**src/include/bsr_regs.svh**
```systemverilog
// constants of the bank-one special register map: indices, masks, reset values
// assumes: included by bare name from the register map module only
`ifndef BSR_REGS_SVH
`define BSR_REGS_SVH

// ****************************************************************
// register indices (byte address on apb is four times the index)
// ****************************************************************
`define BSR_IDX_IND_DATA   9'h080
`define BSR_IDX_TMR_OPT    9'h081
`define BSR_IDX_PC_LOW     9'h082
`define BSR_IDX_STATUS     9'h083
`define BSR_IDX_IND_PTR    9'h084
`define BSR_IDX_PA_DIR     9'h085
`define BSR_IDX_PB_DIR     9'h086
`define BSR_IDX_PC_DIR     9'h087
`define BSR_IDX_PD_DIR     9'h088
`define BSR_IDX_PE_CTRL    9'h089
`define BSR_IDX_PC_HLATCH  9'h08a
`define BSR_IDX_INT_CTRL   9'h08b
`define BSR_IDX_PIE_A      9'h08c
`define BSR_IDX_PIE_B      9'h08d
`define BSR_IDX_RST_CAUSE  9'h08e
`define BSR_IDX_SSP_CTRL_B 9'h091
`define BSR_IDX_TMR2_PER   9'h092
`define BSR_IDX_SSP_ADDR   9'h093
`define BSR_IDX_SSP_STATE  9'h094
`define BSR_IDX_UTX_CTRL   9'h098
`define BSR_IDX_BAUD_DIV   9'h099
`define BSR_IDX_ADC_RES_LO 9'h09e
`define BSR_IDX_ADC_CFG    9'h09f

// ****************************************************************
// bank and field layout
// ****************************************************************
`define BSR_BANK_ONE       2'h1
`define BSR_ST_IRP         7
`define BSR_ST_BANK_HI     6
`define BSR_ST_BANK_LO     5
`define BSR_ST_TO          4
`define BSR_ST_PD          3
`define BSR_ST_SW_MASK     8'he7
`define BSR_PIE_B_MASK     8'h59
`define BSR_UTX_MASK       8'hf5
`define BSR_ADC_CFG_MASK   8'h8f
`define BSR_PE_DIR_MASK    8'h17

// ****************************************************************
// reset values (power-on / brown-out column)
// ****************************************************************
`define BSR_RST_ZERO       8'h00
`define BSR_RST_ONES       8'hff
`define BSR_RST_PA_DIR     8'h3f
`define BSR_RST_PE_CTRL    8'h07
`define BSR_RST_STATUS     8'h18
`define BSR_KEEP_NONE      8'h00
`define BSR_KEEP_ALL       8'hff
`define BSR_KEEP_INT_CTRL  8'h01

`endif

```
**src/include/bsr_pkg.sv**
```systemverilog
// types shared by the bank-one special register map
// assumes: compiled before the interface and the design modules
package bsr_pkg;
    typedef logic [8:0] bsr_addr_t;
    typedef logic [7:0] bsr_byte_t;
    typedef enum logic [1:0] {BSR_RST_NONE, BSR_RST_PWR, BSR_RST_OTHER} bsr_rst_kind_t;
endpackage

```
**src/include/bsr_wr_if.sv**
```systemverilog
// carrier for write strobe, write data and reset kind inside the map
// assumes: one driver per modport group, all on clk_sys
`timescale 1ns/1ps
interface bsr_wr_if;
    logic       wr_go;
    logic [7:0] wdata;
    logic       rst_pwr;
    logic       rst_oth;
    modport kind (output rst_pwr, rst_oth);
    modport src  (output wr_go, wdata, input rst_pwr, rst_oth);
    modport dst  (input wr_go, wdata, rst_pwr, rst_oth);
endinterface

```
**src/logic/bsr_dreg.sv**
```systemverilog
// one storage register with per-bit write mask and two reset columns
// assumes: the carrier gives reset kind and write data on clk_sys
`timescale 1ns/1ps
module bsr_dreg
    import bsr_pkg::*;
#(
    parameter int         W       = 8,
    parameter logic [7:0] PWR_VAL = 8'h00,
    parameter logic [7:0] MASK    = 8'hff,
    parameter logic [7:0] KEEP    = 8'h00
)
(
    input  wire logic         clk_sys,
    bsr_wr_if.dst             bus,
    input  wire logic         sel,
    output logic [W-1:0]      q
);
    // power-up loads column one, other resets keep the KEEP bits
    always_ff @(posedge clk_sys)
    begin
        if (bus.rst_pwr)
            q <= PWR_VAL[W-1:0];
        else if (bus.rst_oth)
            q <= (q & KEEP[W-1:0]) | (PWR_VAL[W-1:0] & ~KEEP[W-1:0]);
        else if (sel && bus.wr_go)
            q <= (bus.wdata[W-1:0] & MASK[W-1:0]) | (q & ~MASK[W-1:0]);
    end
endmodule // bsr_dreg

```
**src/logic/bsr_reg_map.sv**
```systemverilog
// bank-one special register map behind an apb slave
// assumes: apb master on clk_sys, core supplies pc low byte and peripheral status
//
// Functional notes
// - unmapped addresses read zero, writes ignored
// - upper pc only via five-bit latch transfer
// - core registers decode identically in every bank
// - pin or watchdog reset loads second column
// - each register takes its tabulated reset value
// - small package: port d/e direction absent, reads zero
// - power-up reset sets direction registers to inputs
`timescale 1ns/1ps
`include "bsr_regs.svh"
module bsr_reg_map
    import bsr_pkg::*;
(
    input  wire logic        clk_sys,
    input  wire logic        rst,
    input  wire logic        por_event,
    input  wire logic        bor_event,
    input  wire logic        wdt_event,
    input  wire logic        core_sleep,
    input  wire logic        variant_28pin,
    // apb slave
    input  wire logic        psel,
    input  wire logic        penable,
    input  wire logic        pwrite,
    input  wire logic [11:0] paddr,
    input  wire logic [31:0] pwdata,
    output logic [31:0]      prdata,
    output logic             pready,
    output logic             pslverr,
    // core and peripheral state shown on reads
    input  wire logic [7:0]  pc_low_cur,
    input  wire logic        par_in_full,
    input  wire logic        par_out_full,
    input  wire logic        par_in_ovf_evt,
    input  wire logic [5:0]  ssp_state_in,
    input  wire logic        utx_shift_empty,
    input  wire logic [7:0]  adc_result_lo,
    // register contents towards the core and peripherals
    output logic [7:0]       timer_option,
    output logic [7:0]       core_status,
    output logic [7:0]       ind_pointer,
    output logic [5:0]       port_a_dir,
    output logic [7:0]       port_b_dir,
    output logic [7:0]       port_c_dir,
    output logic [7:0]       port_d_dir,
    output logic [7:0]       port_e_ctrl,
    output logic [4:0]       pc_high_latch,
    output logic [7:0]       int_ctrl,
    output logic [7:0]       pie_a,
    output logic [7:0]       pie_b,
    output logic [1:0]       reset_cause,
    output logic [7:0]       ssp_ctrl_b,
    output logic [7:0]       timer2_period,
    output logic [7:0]       ssp_slave_addr,
    output logic [1:0]       ssp_smp_cke,
    output logic [7:0]       utx_ctrl,
    output logic [7:0]       baud_div,
    output logic [7:0]       adc_cfg,
    output logic             pc_load,
    output logic [12:0]      pc_target,
    output logic             small_pkg
);

    // ****************************************************************
    // internal signals
    // ****************************************************************
    bsr_wr_if  wbus ();
    bsr_addr_t dir_addr;
    bsr_addr_t ind_addr;
    bsr_addr_t eff_addr;
    bsr_addr_t hit;
    logic      hit_ok;
    logic      is_ind;
    bsr_byte_t rd_val;
    logic      pready_q;
    logic [31:0] prdata_q;
    logic      pc_load_q;
    logic [12:0] pc_target_q;
    logic [7:0] status_q;
    logic [1:0] cause_q;
    logic [1:0] smp_cke_q;
    logic [7:0] utx_q;
    logic       ibov_q;
    logic [7:0] pe_q;
    logic       small_pkg_q;

    // ****************************************************************
    // reset sorting and shared write carrier
    // ****************************************************************
    bsr_rst_kind u_rst_kind
    (
        .clk_sys       (clk_sys),
        .rst           (rst),
        .por_event     (por_event),
        .bor_event     (bor_event),
        .variant_28pin (variant_28pin),
        .bus           (wbus),
        .small_pkg_q   (small_pkg_q)
    );

    // a write lands only at the access edge where pready is seen high
    assign wbus.wr_go = psel && penable && pready_q && pwrite;
    assign wbus.wdata = pwdata[7:0];

    // ****************************************************************
    // address decode
    // ****************************************************************
    // mirrored core registers answer in every bank
    function automatic logic bsr_mirrored(input logic [6:0] a);
        bsr_mirrored = (a == 7'(`BSR_IDX_IND_DATA)) || (a == 7'(`BSR_IDX_PC_LOW))
                    || (a == 7'(`BSR_IDX_STATUS)) || (a == 7'(`BSR_IDX_IND_PTR))
                    || (a == 7'(`BSR_IDX_PC_HLATCH)) || (a == 7'(`BSR_IDX_INT_CTRL));
    endfunction

    // direct address takes its bank from the status bank bits
    assign dir_addr = {status_q[`BSR_ST_BANK_HI], status_q[`BSR_ST_BANK_LO], paddr[8:2]};
    assign ind_addr = {status_q[`BSR_ST_IRP], ind_pointer};
    assign is_ind   = (paddr[8:2] == 7'(`BSR_IDX_IND_DATA));
    assign eff_addr = is_ind ? ind_addr : dir_addr;

    // fold mirrors onto bank one, anything else must sit in bank one
    always_comb
    begin
        hit    = {`BSR_BANK_ONE, eff_addr[6:0]};
        hit_ok = 1'b0;
        if (bsr_mirrored(eff_addr[6:0]))
            hit_ok = 1'b1;
        else if (eff_addr[8:7] == `BSR_BANK_ONE)
            hit_ok = 1'b1;
        // indirect through itself reaches no physical register
        if (is_ind && (ind_addr[6:0] == 7'(`BSR_IDX_IND_DATA)))
            hit_ok = 1'b0;
    end

    // per-register write select, empty when the address misses
    function automatic logic bsr_sel(input bsr_addr_t idx, input bsr_addr_t h, input logic ok);
        bsr_sel = ok && (h == idx);
    endfunction

    // ****************************************************************
    // plain storage registers
    // ****************************************************************
    bsr_dreg #(.W(8), .PWR_VAL(`BSR_RST_ONES)) u_tmr_opt
    (
        .clk_sys (clk_sys),
        .bus     (wbus),
        .sel     (bsr_sel(`BSR_IDX_TMR_OPT, hit, hit_ok)),
        .q       (timer_option)
    );

    // pointer keeps its value on other resets
    bsr_dreg #(.W(8), .PWR_VAL(`BSR_RST_ZERO), .KEEP(`BSR_KEEP_ALL)) u_ind_ptr
    (
        .clk_sys (clk_sys),
        .bus     (wbus),
        .sel     (bsr_sel(`BSR_IDX_IND_PTR, hit, hit_ok)),
        .q       (ind_pointer)
    );

    // direction registers come up as inputs
    bsr_dreg #(.W(6), .PWR_VAL(`BSR_RST_PA_DIR)) u_pa_dir
    (
        .clk_sys (clk_sys),
        .bus     (wbus),
        .sel     (bsr_sel(`BSR_IDX_PA_DIR, hit, hit_ok)),
        .q       (port_a_dir)
    );

    bsr_dreg #(.W(8), .PWR_VAL(`BSR_RST_ONES)) u_pb_dir
    (
        .clk_sys (clk_sys),
        .bus     (wbus),
        .sel     (bsr_sel(`BSR_IDX_PB_DIR, hit, hit_ok)),
        .q       (port_b_dir)
    );

    bsr_dreg #(.W(8), .PWR_VAL(`BSR_RST_ONES)) u_pc_dir
    (
        .clk_sys (clk_sys),
        .bus     (wbus),
        .sel     (bsr_sel(`BSR_IDX_PC_DIR, hit, hit_ok)),
        .q       (port_c_dir)
    );

    // absent on the small package, so writes are dropped there
    bsr_dreg #(.W(8), .PWR_VAL(`BSR_RST_ONES)) u_pd_dir
    (
        .clk_sys (clk_sys),
        .bus     (wbus),
        .sel     (bsr_sel(`BSR_IDX_PD_DIR, hit, hit_ok) && !small_pkg_q),
        .q       (port_d_dir)
    );

    // five-bit buffer for pc bits 12:8, never the pc itself
    bsr_dreg #(.W(5), .PWR_VAL(`BSR_RST_ZERO)) u_pc_hlatch
    (
        .clk_sys (clk_sys),
        .bus     (wbus),
        .sel     (bsr_sel(`BSR_IDX_PC_HLATCH, hit, hit_ok)),
        .q       (pc_high_latch)
    );

    // flag in bit 0 keeps its value on other resets
    bsr_dreg #(.W(8), .PWR_VAL(`BSR_RST_ZERO), .KEEP(`BSR_KEEP_INT_CTRL)) u_int_ctrl
    (
        .clk_sys (clk_sys),
        .bus     (wbus),
        .sel     (bsr_sel(`BSR_IDX_INT_CTRL, hit, hit_ok)),
        .q       (int_ctrl)
    );

    // reserved bit 7 on the small package is still stored; software keeps it clear
    bsr_dreg #(.W(8), .PWR_VAL(`BSR_RST_ZERO)) u_pie_a
    (
        .clk_sys (clk_sys),
        .bus     (wbus),
        .sel     (bsr_sel(`BSR_IDX_PIE_A, hit, hit_ok)),
        .q       (pie_a)
    );

    // only bits 6, 4, 3 and 0 exist; reserved bit 6 is left to software
    bsr_dreg #(.W(8), .PWR_VAL(`BSR_RST_ZERO), .MASK(`BSR_PIE_B_MASK)) u_pie_b
    (
        .clk_sys (clk_sys),
        .bus     (wbus),
        .sel     (bsr_sel(`BSR_IDX_PIE_B, hit, hit_ok)),
        .q       (pie_b)
    );

    bsr_dreg #(.W(8), .PWR_VAL(`BSR_RST_ZERO)) u_ssp_ctrl_b
    (
        .clk_sys (clk_sys),
        .bus     (wbus),
        .sel     (bsr_sel(`BSR_IDX_SSP_CTRL_B, hit, hit_ok)),
        .q       (ssp_ctrl_b)
    );

    bsr_dreg #(.W(8), .PWR_VAL(`BSR_RST_ONES)) u_tmr2_per
    (
        .clk_sys (clk_sys),
        .bus     (wbus),
        .sel     (bsr_sel(`BSR_IDX_TMR2_PER, hit, hit_ok)),
        .q       (timer2_period)
    );

    bsr_dreg #(.W(8), .PWR_VAL(`BSR_RST_ZERO)) u_ssp_addr
    (
        .clk_sys (clk_sys),
        .bus     (wbus),
        .sel     (bsr_sel(`BSR_IDX_SSP_ADDR, hit, hit_ok)),
        .q       (ssp_slave_addr)
    );

    bsr_dreg #(.W(8), .PWR_VAL(`BSR_RST_ZERO)) u_baud_div
    (
        .clk_sys (clk_sys),
        .bus     (wbus),
        .sel     (bsr_sel(`BSR_IDX_BAUD_DIV, hit, hit_ok)),
        .q       (baud_div)
    );

    bsr_dreg #(.W(8), .PWR_VAL(`BSR_RST_ZERO), .MASK(`BSR_ADC_CFG_MASK)) u_adc_cfg
    (
        .clk_sys (clk_sys),
        .bus     (wbus),
        .sel     (bsr_sel(`BSR_IDX_ADC_CFG, hit, hit_ok)),
        .q       (adc_cfg)
    );

    // ****************************************************************
    // mixed-access registers
    // ****************************************************************
    // status: to/pd follow the reset cause, low flags kept on other resets
    always_ff @(posedge clk_sys)
    begin
        if (wbus.rst_pwr)
            status_q <= `BSR_RST_STATUS;
        else if (wbus.rst_oth)
            status_q <= {3'b000, !wdt_event, !core_sleep, status_q[2:0]};
        else if (wbus.wr_go && bsr_sel(`BSR_IDX_STATUS, hit, hit_ok))
            status_q <= (wbus.wdata & `BSR_ST_SW_MASK) | (status_q & ~`BSR_ST_SW_MASK);
    end

    // reset cause: power-on clears both, brown-out clears its own bit
    always_ff @(posedge clk_sys)
    begin
        if (wbus.rst_pwr)
        begin
            cause_q[1] <= por_event ? 1'b0 : cause_q[1];
            cause_q[0] <= 1'b0;
        end
        else if (wbus.wr_go && bsr_sel(`BSR_IDX_RST_CAUSE, hit, hit_ok))
            cause_q <= wbus.wdata[1:0];
    end

    // port e control, absent on the small package
    always_ff @(posedge clk_sys)
    begin
        if (wbus.rst_pwr || wbus.rst_oth)
            pe_q <= `BSR_RST_PE_CTRL;
        else if (wbus.wr_go && bsr_sel(`BSR_IDX_PE_CTRL, hit, hit_ok) && !small_pkg_q)
            pe_q <= wbus.wdata & `BSR_PE_DIR_MASK;
    end

    // overflow flag: set by the port, cleared by software; set wins
    always_ff @(posedge clk_sys)
    begin
        if (wbus.rst_pwr || wbus.rst_oth)
            ibov_q <= 1'b0;
        else if (par_in_ovf_evt)
            ibov_q <= 1'b1;
        else if (wbus.wr_go && bsr_sel(`BSR_IDX_PE_CTRL, hit, hit_ok) && !small_pkg_q)
            ibov_q <= wbus.wdata[5];
    end

    // serial state: only the two top bits are writable
    always_ff @(posedge clk_sys)
    begin
        if (wbus.rst_pwr || wbus.rst_oth)
            smp_cke_q <= 2'b00;
        else if (wbus.wr_go && bsr_sel(`BSR_IDX_SSP_STATE, hit, hit_ok))
            smp_cke_q <= wbus.wdata[7:6];
    end

    // transmit control; shift-empty bit comes live from the transmitter
    always_ff @(posedge clk_sys)
    begin
        if (wbus.rst_pwr || wbus.rst_oth)
            utx_q <= `BSR_RST_ZERO;
        else if (wbus.wr_go && bsr_sel(`BSR_IDX_UTX_CTRL, hit, hit_ok))
            utx_q <= wbus.wdata & `BSR_UTX_MASK;
    end

    // writing pc low loads the full pc from the latch in one step
    always_ff @(posedge clk_sys)
    begin
        if (rst)
        begin
            pc_load_q   <= 1'b0;
            pc_target_q <= 13'h0000;
        end
        else
        begin
            pc_load_q <= wbus.wr_go && bsr_sel(`BSR_IDX_PC_LOW, hit, hit_ok);
            if (wbus.wr_go && bsr_sel(`BSR_IDX_PC_LOW, hit, hit_ok))
                pc_target_q <= {pc_high_latch, wbus.wdata};
        end
    end

    // ****************************************************************
    // read multiplexer
    // ****************************************************************
    // absent and unimplemented locations fall through to zero
    always_comb
    begin
        rd_val = `BSR_RST_ZERO;
        if (hit_ok)
        begin
            case (hit)
                `BSR_IDX_TMR_OPT:    rd_val = timer_option;
                `BSR_IDX_PC_LOW:     rd_val = pc_low_cur;
                `BSR_IDX_STATUS:     rd_val = status_q;
                `BSR_IDX_IND_PTR:    rd_val = ind_pointer;
                `BSR_IDX_PA_DIR:     rd_val = {2'b00, port_a_dir};
                `BSR_IDX_PB_DIR:     rd_val = port_b_dir;
                `BSR_IDX_PC_DIR:     rd_val = port_c_dir;
                `BSR_IDX_PD_DIR:     rd_val = small_pkg_q ? `BSR_RST_ZERO : port_d_dir;
                `BSR_IDX_PE_CTRL:    rd_val = small_pkg_q ? `BSR_RST_ZERO : port_e_ctrl;
                `BSR_IDX_PC_HLATCH:  rd_val = {3'b000, pc_high_latch};
                `BSR_IDX_INT_CTRL:   rd_val = int_ctrl;
                `BSR_IDX_PIE_A:      rd_val = pie_a;
                `BSR_IDX_PIE_B:      rd_val = pie_b;
                `BSR_IDX_RST_CAUSE:  rd_val = {6'b00_0000, cause_q};
                `BSR_IDX_SSP_CTRL_B: rd_val = ssp_ctrl_b;
                `BSR_IDX_TMR2_PER:   rd_val = timer2_period;
                `BSR_IDX_SSP_ADDR:   rd_val = ssp_slave_addr;
                `BSR_IDX_SSP_STATE:  rd_val = {smp_cke_q, ssp_state_in};
                `BSR_IDX_UTX_CTRL:   rd_val = {utx_q[7:2], utx_shift_empty, utx_q[0]};
                `BSR_IDX_BAUD_DIV:   rd_val = baud_div;
                `BSR_IDX_ADC_RES_LO: rd_val = adc_result_lo;
                `BSR_IDX_ADC_CFG:    rd_val = adc_cfg;
                default:             rd_val = `BSR_RST_ZERO;
            endcase
        end
    end

    // ****************************************************************
    // apb handshake: no wait state, read data caught in setup
    // ****************************************************************
    always_ff @(posedge clk_sys)
    begin
        if (rst)
        begin
            pready_q <= 1'b0;
            prdata_q <= 32'h0000_0000;
        end
        else
        begin
            pready_q <= psel && !penable && !pready_q;
            if (psel && !penable)
                prdata_q <= {24'h00_0000, rd_val};
        end
    end

    // ****************************************************************
    // outputs
    // ****************************************************************
    assign port_e_ctrl = {par_in_full, par_out_full, ibov_q, pe_q[4], 1'b0, pe_q[2:0]};
    assign core_status = status_q;
    assign reset_cause = cause_q;
    assign ssp_smp_cke = smp_cke_q;
    assign utx_ctrl    = utx_q;
    assign pc_load     = pc_load_q;
    assign pc_target   = pc_target_q;
    assign small_pkg   = small_pkg_q;
    assign prdata      = prdata_q;
    assign pready      = pready_q;
    assign pslverr     = 1'b0; // misses answer with zero data, never an error

endmodule // bsr_reg_map

```
**src/logic/bsr_rst_kind.sv**
```systemverilog
// sorts the synchronous reset into power-up and other, catches the variant strap
// assumes: cause inputs are valid while rst is high
`timescale 1ns/1ps
module bsr_rst_kind
    import bsr_pkg::*;
(
    input  wire logic clk_sys,
    input  wire logic rst,
    input  wire logic por_event,
    input  wire logic bor_event,
    input  wire logic variant_28pin,
    bsr_wr_if.kind    bus,
    output logic      small_pkg_q
);
    bsr_rst_kind_t kind;

    // power-on or brown-out selects the first column
    always_comb
    begin
        kind = BSR_RST_NONE;
        if (rst)
            kind = (por_event || bor_event) ? BSR_RST_PWR : BSR_RST_OTHER;
    end

    assign bus.rst_pwr = (kind == BSR_RST_PWR);
    assign bus.rst_oth = (kind == BSR_RST_OTHER);

    // strap is sampled by a clocked process while reset is held
    always_ff @(posedge clk_sys)
    begin
        if (rst)
            small_pkg_q <= variant_28pin;
    end
endmodule // bsr_rst_kind

```
**config.mk**
```make
export PLATFORM = sky130hd
export DESIGN_NAME = bsr_reg_map
export DESIGN_NICKNAME = d
export VERILOG_FILES = /design/src/include/bsr_pkg.sv /design/src/include/bsr_wr_if.sv /design/src/logic/bsr_dreg.sv /design/src/logic/bsr_reg_map.sv /design/src/logic/bsr_rst_kind.sv
export VERILOG_INCLUDE_DIRS = /design/src /design/src/include
export SDC_FILE = /design/constraint.sdc
export NUM_CORES = 1
export LEC_CHECK = 0
export BUFFER_PORTS_ARGS = -buffer_cell sky130_fd_sc_hd__buf_4
export CAP_MARGIN = 25
export CORE_MARGIN = 2
export CORE_UTILIZATION = 45
export CTS_CLUSTER_SIZE = 40
export DETAILED_ROUTE_END_ITERATION = 16
export PLACE_DENSITY = 0.73
export SYNTH_ARGS = -nofsm -noshare
export SYNTH_HDL_FRONTEND = slang
export SYNTH_SLANG_ARGS = --single-unit
export TNS_END_PERCENT = 20
```
**constraint.sdc**
```tcl
create_clock -name clk_sys -period 3 [get_ports clk_sys]
set_input_delay 0.15 -clock clk_sys [delete_from_list [all_inputs] [get_ports clk_sys]]
set_output_delay 0.15 -clock clk_sys [all_outputs]
set_load 0.03 [all_outputs]
```
* Yosys cells after proc, flatten, opt, wreduce, memory -nomap -nowiden
Cells that the tools add are included.
W data, S select, Z words.
** Storage, ports and cells
- Input bits :: 80
- Output and inout bits :: 192
- Bits in registers :: 162
** Operators by class
- Reductions and logical operators :: 73
- Eq/ne operators :: 26
- Bitwise logic cells :: 4
- Multiplexer cells :: 17
** Operators with widths (number)
- $pmux W8 S22 :: 1
- $eq A7 B5 Y1 const B :: 8
- $logic_and A1 B1 Y1 :: 50
- $eq A7 B4 Y1 const B :: 7
- $eq A7 B3 Y1 const B :: 4
- $mux W8 :: 3
- $logic_not A7 Y1 :: 3
- $eq A7 B2 Y1 const B :: 2
- $mux W5 :: 2
- $mux W9 :: 1
- $mux W2 :: 4
- $or A7 B8 Y8 :: 1
- $or A8 B5 Y8 :: 1
- $or A8 B7 Y8 :: 1
- $reduce_and A2 Y1 :: 4
- $eq A7 B1 Y1 const B :: 1
- $logic_or A1 B1 Y1 :: 7
- $mux W1 :: 6
- $reduce_bool A2 Y1 :: 3
- $logic_not A1 Y1 :: 5
- $eq A2 B1 Y1 const B :: 2
- $eq A2 B2 Y1 const B :: 1
- $ne A2 B2 Y1 const B :: 1
- $reduce_or A2 Y1 :: 1
- $not A1 Y1 :: 1

* Logic depth before layout (Yosys ltp)
Gate-level depths: netlist (run 1).
- Depth in word-level cells :: 15
- Depth in mapped cells :: 12

* Cells and area by module
A second synthesis (run 1) with hierarchy kept.
** Second synthesis, totals
- Cells, all modules :: 947
- Area, all modules :: 8639.5 sq um
** Modules (own cells, without submodules)
- bsr_reg_map :: times used 1, cells each 444, area an instance 3601.0 sq um, seq. area each 930.9 sq um
- bsr_dreg at u_pb_dir ... :: times used 5, cells each 35, area an instance 347.8 sq um, seq. area each 160.2 sq um
- bsr_dreg at u_baud_div ... :: times used 4, cells each 38, area an instance 387.9 sq um, seq. area each 160.2 sq um
- bsr_dreg at u_int_ctrl :: times used 1, cells each 37, area an instance 379.1 sq um, seq. area each 160.2 sq um
- bsr_dreg at u_ind_ptr :: times used 1, cells each 35, area an instance 364.1 sq um, seq. area each 160.2 sq um
- bsr_dreg at u_pa_dir :: times used 1, cells each 27, area an instance 261.5 sq um, seq. area each 120.1 sq um
- bsr_dreg at u_adc_cfg :: times used 1, cells each 27, area an instance 251.5 sq um, seq. area each 100.1 sq um
- bsr_dreg at u_pc_hlatch :: times used 1, cells each 23, area an instance 225.2 sq um, seq. area each 100.1 sq um
- bsr_dreg at u_pie_b :: times used 1, cells each 24, area an instance 216.5 sq um, seq. area each 80.1 sq um
- bsr_rst_kind :: times used 1, cells each 3, area an instance 50.0 sq um, seq. area each 30.0 sq um

* Least setup slack after synthesis (run 1)
No wires, ideal clock.
- Path kind :: flip-flop to flip-flop
- Start :: register u_ind_ptr.q[1]
- End :: register u_tmr2_per.q[6]
- Path slack :: 0.371 ns
- Stages on the path, launching flop included :: 10
- Arrival :: 2.507 ns
- Library setup time :: 0.122 ns
- Path buffers :: 3
- Path through :: dfxtp_1 -> clkbuf_1 -> nor3b_1 -> a32oi_1 -> buf_2 -> nor3_1 -> nand3_1 -> buf_2 -> nor3_1 -> a21oi_1
** On the way
- Word-level cells in the longest chain between the ends :: 11
** RTL lines
- start, declared :: line bsr_dreg.sv:16 : output logic [W-1:0] q
- start signal, assigned :: line bsr_dreg.sv:22 : q <= PWR_VAL[W-1:0];
- start signal, assigned :: line bsr_dreg.sv:24 : q <= (q & KEEP[W-1:0]) | (PWR_VAL[W-1:0] & ~KEEP[W-1:0]);
- start signal, assigned :: line bsr_dreg.sv:26 : q <= (bus.wdata[W-1:0] & MASK[W-1:0]) | (q & ~MASK[W-1:0]);
- $mux W9 :: line bsr_reg_map.sv:122 : assign eff_addr = is_ind ? ind_addr : dir_addr;
- $eq A7 B2 Y1 or $logic_not A7 Y1 (tied branches) :: line bsr_reg_map.sv:113 : bsr_mirrored = (a == 7'(`BSR_IDX_IND_DATA)) || (a == 7'(`BSR_IDX_PC_LOW))
- $logic_or A1 B1 Y1 (5 in series) :: line bsr_reg_map.sv:113
- $mux W1 :: line bsr_reg_map.sv:129 : if (bsr_mirrored(eff_addr[6:0]))
- $mux W1 :: line bsr_reg_map.sv:134 : if (is_ind && (ind_addr[6:0] == 7'(`BSR_IDX_IND_DATA)))
- $logic_and A1 B1 Y1 * :: line bsr_reg_map.sv:140 : bsr_sel = ok && (h == idx);
- $logic_and A1 B1 Y1 * :: line bsr_dreg.sv:25 : else if (sel && bus.wr_go)
- end signal, assigned :: line bsr_dreg.sv:22
- end signal, assigned :: line bsr_dreg.sv:24
- end signal, assigned :: line bsr_dreg.sv:26
- end, declared :: line bsr_dreg.sv:16
Every way passes the cells marked *; elsewhere a longest branch is shown, timed or not.
A chain may end at the register's enable or synchronous reset.

* Worst setup path after layout (run 1)
- Start :: register u_ind_ptr.q[3]
- End :: register prdata_q[0] (netlist: prdata[0])
** On the way
- Word-level cells in the longest chain between the ends :: 10
** RTL lines
- $mux W9 :: line bsr_reg_map.sv:122
- $eq A7 B2 Y1 or $logic_not A7 Y1 (tied branches) :: line bsr_reg_map.sv:113, bsr_reg_map.sv:362
- $logic_or A1 B1 Y1 (5 in series) :: line bsr_reg_map.sv:113
- $mux W1 :: line bsr_reg_map.sv:129
- $mux W1 :: line bsr_reg_map.sv:134
- $mux W8 * :: line bsr_reg_map.sv:360 : if (hit_ok)
- end signal, assigned :: line bsr_reg_map.sv:404 : prdata_q <= {24'h00_0000, rd_val};
- end, declared :: line bsr_reg_map.sv:79 : logic [31:0] prdata_q;
Marked as above.

==> impl_metrics.tcl, run 1 <==
set metrics [dict create \
    antenna_cells 0 \
    drtIter0Drc 893 \
    drive_gt1_share_pct 30.89 \
    clk_path_buf_depth 2 \
    use_met2_pct 52.56 \
    synth.area.mux_share_pct 12.38 \
    critPathArrivalTime_ns 3.21 \
    synth_enable_flop_cells 2 \
    cts_tree "yes" \
    ant_nets 0 \
    drt-vias-per-instance 5.978 \
    htree_levels 4 \
    gr-usage-met3_pct 8.881 \
    yosys.area_share.adder_pct 0 \
    synthCells 860 \
    crit_fanout 10 \
    fin_crit_sh_pct 95.05 \
    nFillCells 1415 \
    io_pins 272 \
    mostFrequentLayoutCells "273 x buf_4, 153 x dfxtp_1, 106 x nand2_1, 94 x mux2i_1, 89 x nor2_1" \
    required_ns 3.36 \
    dieHeight_um 133.9 \
    critPathMaxStageDelay_ns 0.51 \
    ys_seq_area_share_pct 41.10 \
    powerDensity_nw_per_um2 470.7 \
    post_drt_wl_per_cell_um 23.83 \
    antenna_found_initial 0 \
    yosysUniqueCellTypes 68 \
    tightest_slew_ns 0.7637 \
    synth-compound-area-share_pct 16.07 \
    drt-total-wl_um 31630 \
    rr_worst_depth 9 \
    clk_pin_slew_ns 0.06 \
    switchingPower_mw 1.196 \
    initial_core_util_pct 45.98 \
    max_freq_mhz 350.7 \
    drv_cap 0 \
    dieWidth_um 133.9 \
    grt_busiest_layer "met2" \
    p_int_mw 3.675 \
    critPathLaunchType "flip-flop" \
    synth_xor_area_share_pct 0.1153 \
    clockPowerShare_pct 49.3 \
    peakVddDrop_v 0.0004084 \
    synth_ff_type "dfxtp_1" \
    cp_slowest_cell "o41a_1" \
    syn_to_final_growth_pct 36.19 \
    leakagePower_nw 4.375 \
    cp.depth 9 \
    path_delay_family "compound AO/OA/AOI/OAI gates" \
    gr-total-overflow 0 \
    sw_frac_of_total_pct 24.55 \
    clock-sinks 155 \
    fin_worst_skew_ns 0.01000 \
    whs_path_depth 2 \
    finalSetupViolCount 0 \
    place.gp.congestion 0.9655 \
    slew_headroom_pct 48.90 \
    final_common_cell "buf_4" \
    grt_pass1_vias 7303 \
    vias 7933 \
    fin_tns_setup_ns 0 \
    layout.nets 1174 \
    combPwrFrac_pct 8.1 \
    drv_slew 0 \
    place.detailed.hpwl_um 22850 \
    track_usage_pct 33.95 \
    row_count 47 \
    place_area_sq_um 9647 \
    end_kind "flip-flop" \
    dieArea_sq_um 17940 \
    pwr-share-seq_pct 42.5 \
    placement.io_buffers 207 \
    ys_warn_count 0 \
    cts_setup_buffers 0 \
    layout_min_cycle_time_ns 2.851 \
    cts_buffers 17 \
    cts_root_buf "clkbuf_16" \
    hold_slack_ns 0.06811 \
    core_sq_um 16520 \
    synth_area_per_cell_sq_um 8.836 \
    grt_max_degree 73 \
    clock_latency_ns 0.43 \
    hold_class "in2reg" \
    use_met1_pct 44.91 \
    grt_first_pass_wirelength_um 45210 \
    status "finished, final reports clean" \
    synth_seq_cells 155 \
    synth_area_sq_um 7599 \
    synth_simple_gate_area_share_pct 21.59 \
    hold_viol 0 \
    synth_top_family_by_area "simple AND/OR/NAND/NOR gates" \
    cp_num_buf_inv 2 \
    rsz0062_at_grt "no" \
    drc_errors 0 \
    path_class "reg2reg" \
    drt_pass1_iterations 6 \
    final_area_sq_um 10350 \
    worstPathCellList "or3b_2 -> o41a_1 -> buf_4 -> nor3_4 -> buf_12 -> a2111oi_2 -> a31oi_1 -> o211ai_2 -> a32oi_1" \
    synth-async-reset-ratio_pct 0 \
]
## final cells by class
class | instances | area, sq um | area share [%]
Multi-Input combinational cell | 616 | 3955 | 38.22
Sequential cell | 155 | 3123 | 30.18
Timing Repair Buffer | 287 | 2275 | 21.98
Clock buffer | 20 | 478.0 | 4.619
Tap cell | 220 | 275.3 | 2.660
Clock inverter | 12 | 178.9 | 1.729
Inverter | 17 | 63.81 | 0.6166
## cell families (layout without fill, tap and decap cells)
group / after synthesis / after routing
other cells: 1 / 35
xor+xnor: 1 / 1
mux: 94 / 94
simple gates: 323 / 323
buf+inv: 123 / 336
compound gates: 163 / 163
flops: 155 / 155
## worst reg2reg max path, cell delays in order (launching register included)
cell	delay, ns
dfxtp_1	0.33
or3b_2	0.47
o41a_1	0.51
buf_4	0.21
nor3_4	0.19
buf_12	0.17
a2111oi_2	0.06
a31oi_1	0.35
o211ai_2	0.26
a32oi_1	0.23
## synthesized netlist by cell type, types with 4 or more instances
| cell | n | area (sq um) |
|---|---|---|
| and3_1 | 9 | 56.30 |
| o31a_1 | 4 | 35.03 |
| nor2_1 | 89 | 334.1 |
| nor3_1 | 24 | 120.1 |
| a21oi_1 | 37 | 185.2 |
| dfxtp_1 | 153 | 3063 |
| buf_2 | 18 | 90.09 |
| a22oi_1 | 33 | 247.7 |
| a2111oi_0 | 5 | 43.79 |
| a22o_1 | 7 | 61.31 |
| or3_1 | 4 | 25.02 |
| nor4_2 | 4 | 50.05 |
| and4_1 | 5 | 43.79 |
| a32oi_1 | 4 | 35.03 |
| inv_1 | 17 | 63.81 |
| o21ai_0 | 5 | 25.02 |
| nor4b_1 | 5 | 43.79 |
| nor4_1 | 12 | 75.07 |
| clkbuf_1 | 40 | 150.1 |
| nand2b_1 | 4 | 25.02 |
| nand3_1 | 23 | 115.1 |
| a222oi_1 | 14 | 140.1 |
| a31oi_1 | 12 | 75.07 |
| nor4_4 | 4 | 85.08 |
| buf_4 | 43 | 322.8 |
| o22ai_1 | 4 | 25.02 |
| mux2i_1 | 94 | 940.9 |
| o21ai_1 | 4 | 20.02 |
| nand4_1 | 9 | 56.30 |
| nand2_1 | 106 | 397.9 |
| o211ai_1 | 4 | 30.03 |
## routing by layer
metal,vias to the layer above,part of all wire [%]
li1,3521,-
met1,3755,40
met2,575,45
met3,82,11
met4,0,4.0
met5,-,0
## per-stage QoR
step | std cells | utilization, % | power [mW] | setup WS, ns
2_1_floorplan | 894 | - | 2.373 | 0.3712
3_3_place_gp | 1290 | 58.38 | 2.497 | 0.1364
3_5_place_dp | 1290 | 58.38 | 2.496 | 0.1864
4_1_cts | 1326 | 62.60 | 4.865 | 0.2003
5_1_grt | 1327 | 62.63 | 4.976 | 0.04427
6_report | 1327 | 62.63 | 4.871 | 0.1486
## flip-flops by register name (all words and copies together) (netlist names), 5 cells and up
name            flops
u_pb_dir.q          8
u_ssp_addr.q        8
u_ssp_ctrl_b.q      8
u_pie_a.q           8
core_status         8
u_pa_dir.q          6
u_pc_hlatch.q       5
u_tmr_opt.q         8
u_int_ctrl.q        8
u_pc_dir.q          8
u_baud_div.q        8
u_adc_cfg.q         5
utx_ctrl            6
pc_target          13
u_ind_ptr.q         8
u_pd_dir.q          8
u_tmr2_per.q        8
prdata              8
## power groups by stage
stage               logic [mW]  registers, mW  clock network [mW]
global placement         0.378           2.12                   0
floorplan                0.249           2.12                   0
global route             0.408           2.07                2.50
detailed placement       0.377           2.12                   0
finish                   0.396           2.07                2.40
CTS                      0.383           2.07                2.41
## final timing paths
path                         end  slack (ns)      startpoint
setup / recovery       prdata[0]        0.15  u_ind_ptr.q[3]
hold / removal    reset_cause[1]        0.07       por_event
setup reg to reg       prdata[0]        0.15  u_ind_ptr.q[3]
hold reg to reg        prdata[1]        0.45       prdata[1]
## repair_timing
action,CTS,global route
endpoints found under the hold margin,4,0
hold buffers,4,0
resized for setup,0,0
setup endpoints to repair,0,0
Power figures use the tool's default switching activity.
==> run 2, diff against run 1 <==
--- a/config.mk
+++ b/config.mk
@@ -13,6 +13,7 @@
 export CTS_CLUSTER_SIZE = 40
 export DETAILED_ROUTE_END_ITERATION = 16
 export PLACE_DENSITY = 0.73
+export REMOVE_ABC_BUFFERS = 1
 export SYNTH_ARGS = -nofsm -noshare
 export SYNTH_HDL_FRONTEND = slang
 export SYNTH_SLANG_ARGS = --single-unit
==> run 2 against run 1 <==
Fmax is 1.2% higher. Combinational power is 2% lower. Utilization is 0.83 points lower. First-iteration DRC count is 3.7% lower. Largest power group unchanged. Worst setup slack better by 0.034 ns. Clock-buffer cell count stayed put. Final area is 1.3% lower. Largest cell class unchanged. Flip-flop and latch count stayed put. Cell count is 0.53% lower. Worst hold slack better by 0.0071 ns. Highest routed layer is now met5. Routed wire length is 5.7% lower. Critical path depth is 1 higher.
==> impl_metrics.tcl, run 2 (synthesis gave the netlist of run 1 again) <==
set metrics [dict create \
    hold_slack_ns 0.07518 \
    mostFrequentLayoutCells "269 x buf_4, 153 x dfxtp_1, 106 x nand2_1, 94 x mux2i_1, 89 x nor2_1" \
    crit_fanout 9 \
    critPathLaunchType "flip-flop" \
    clk_path_buf_depth 2 \
    critPathMaxStageDelay_ns 0.57 \
    critPathLaunch "u_ind_ptr.q[0]" \
    placement.io_buffers 207 \
    leakagePower_nw 4.296 \
    cts_buffers 17 \
    slew_headroom_pct 42.31 \
    r2r-start "u_ind_ptr.q[0]" \
    antenna_cells 0 \
    status "finished, final reports clean" \
    core_sq_um 16520 \
    cts_root_buf "clkbuf_16" \
    cp_slowest_cell "dfxtp_1" \
    crit_top_cell "buf_4" \
    seqCellArea_sq_um 3123 \
    multiInputGateArea_sq_um 3949 \
    crit_end "prdata[5]" \
    place.gp.congestion 0.9535 \
    post_drt_wl_per_cell_um 22.60 \
    initial_core_util_pct 45.98 \
    rrSetupSlack_ns 0.18 \
    gr-total-overflow 0 \
    antenna_found_initial 1 \
    ant_nets 0 \
    cts_tree "yes" \
    peakVddDrop_v 0.0003951 \
    drt_pass1_iterations 8 \
    fin_crit_sh_pct 93.92 \
    dieArea_sq_um 17940 \
    finalPower_mw 4.651 \
    clock-sinks 155 \
    drv_slew 0 \
    max_freq_mhz 354.9 \
    fin_worst_skew_ns 0.01289 \
    grt_pass1_vias 7168 \
    clock_latency_ns 0.43 \
    largest_reg_flops 13 \
    grt_max_degree 45 \
    hold_viol 0 \
    layout_min_cycle_time_ns 2.818 \
    drc_errors 0 \
    drt-total-wl_um 29830 \
    required_ns 3.29 \
    crit-reg2reg-capture "prdata[5]" \
    grt_first_pass_wirelength_um 43750 \
    worstPathCellList "nor2_1 -> buf_4 -> a21boi_0 -> buf_4 -> nor3_4 -> buf_4 -> a222oi_1 -> nand3_1 -> a2111oi_0 -> a21oi_1" \
    drv_cap 0 \
    cts_setup_buffers 0 \
    drive_gt1_share_pct 30.36 \
    dieWidth_um 133.9 \
    syn_to_final_growth_pct 34.38 \
    powerDensity_nw_per_um2 455.5 \
    finalSetupViolCount 0 \
    fin_ws_ns 0.1824 \
    vias 7866 \
    end_kind "flip-flop" \
    final_common_cell "buf_4" \
    drt-vias-per-instance 5.959 \
    hold_class "in2reg" \
    track_usage_pct 32.45 \
    rr_worst_depth 10 \
    place.detailed.hpwl_um 21780 \
    row_count 47 \
    critPathArrivalTime_ns 3.11 \
    rsz0062_at_grt "no" \
    fin_tns_setup_ns 0 \
    drtIter0Drc 860 \
    pre_cts_ws_ns 0.1293 \
    htree_levels 4 \
    clk_pin_slew_ns 0.06 \
    tightest_slew_ns 0.8587 \
    path_class "reg2reg" \
    nFillCells 1456 \
    layout.nets 1167 \
    dieHeight_um 133.9 \
    io_pins 272 \
]
[run 2: changes by cell type in the layout (fill, tap and decap cells not counted), sizes merged]
cell	delta
clkinv	+2
bufinv	-2
buf	-7
clkinvlp	+1
inv	-1
[run 2: area by class of cell]
cell class | count | area share (%)
multi-input cells | 616 | 38.67
flip-flops and latches | 155 | 30.58
repair buffers | 280 | 21.54
clock buffers | 20 | 4.571
well taps | 220 | 2.696
clock inverters | 12 | 1.311
inverters | 17 | 0.6249
[run 2: how the worst min path moves through the flow]
| stage | startpoint | to | slack, ns | cells after the start |
|---|---|---|---|---|
| floorplan | rst | pc_target[0] | 0.22 | 1 |
| global placement | variant_28pin | u_rst_kind.small_pkg_q | 0.33 | 1 |
| detailed placement | variant_28pin | u_rst_kind.small_pkg_q | 0.33 | 1 |
| CTS | por_event | reset_cause[1] | 0.07 | 2 |
| global route | por_event | reset_cause[1] | 0.08 | 2 |
| finish | por_event | reset_cause[1] | 0.08 | 2 |
[run 2: report_power, final]
part | switching (mW) | leakage, nW | internal [mW] | total, mW
combinational | 0.278 | 2.75 | 0.111 | 0.389
sequential | 0.00572 | 1.25 | 2.07 | 2.07
clock | 0.893 | 0.293 | 1.30 | 2.19
total | 1.18 | 4.30 | 3.47 | 4.65
[run 2: through the flow]
step	utilization, %	area [sq um]	cells
2_1_floorplan	-	7129	788
3_3_place_gp	57.92	9570	1284
3_5_place_dp	57.92	9570	1284
4_1_cts	61.79	10210	1320
5_1_grt	61.79	10210	1320
6_report	61.79	10210	1320
[run 2: layer usage]
metal	vias up	wire (um)	part of all wire, %	track usage [%]
met4	2	1180	4.0	14.60
met3	81	2910	9.8	5.367
met5	-	13	0.044	0
li1	3512	-	-	-
met1	3764	12200	41	43.99
met2	507	13530	45	50.88
[run 2: what timing repair did]
item | CTS | global route
gates resized for setup | 0 | 0
setup endpoints to repair | 0 | 0
hold buffers | 4 | 0
hold endpoints to repair | 4 | 0
[run 2: critical path: cells and delay by family (launching register included)]
kind / cells / cell delay, ns
compound gates: 4 / 1.20
buf+inv: 3 / 0.50
flops: 1 / 0.57
simple gates: 3 / 0.42
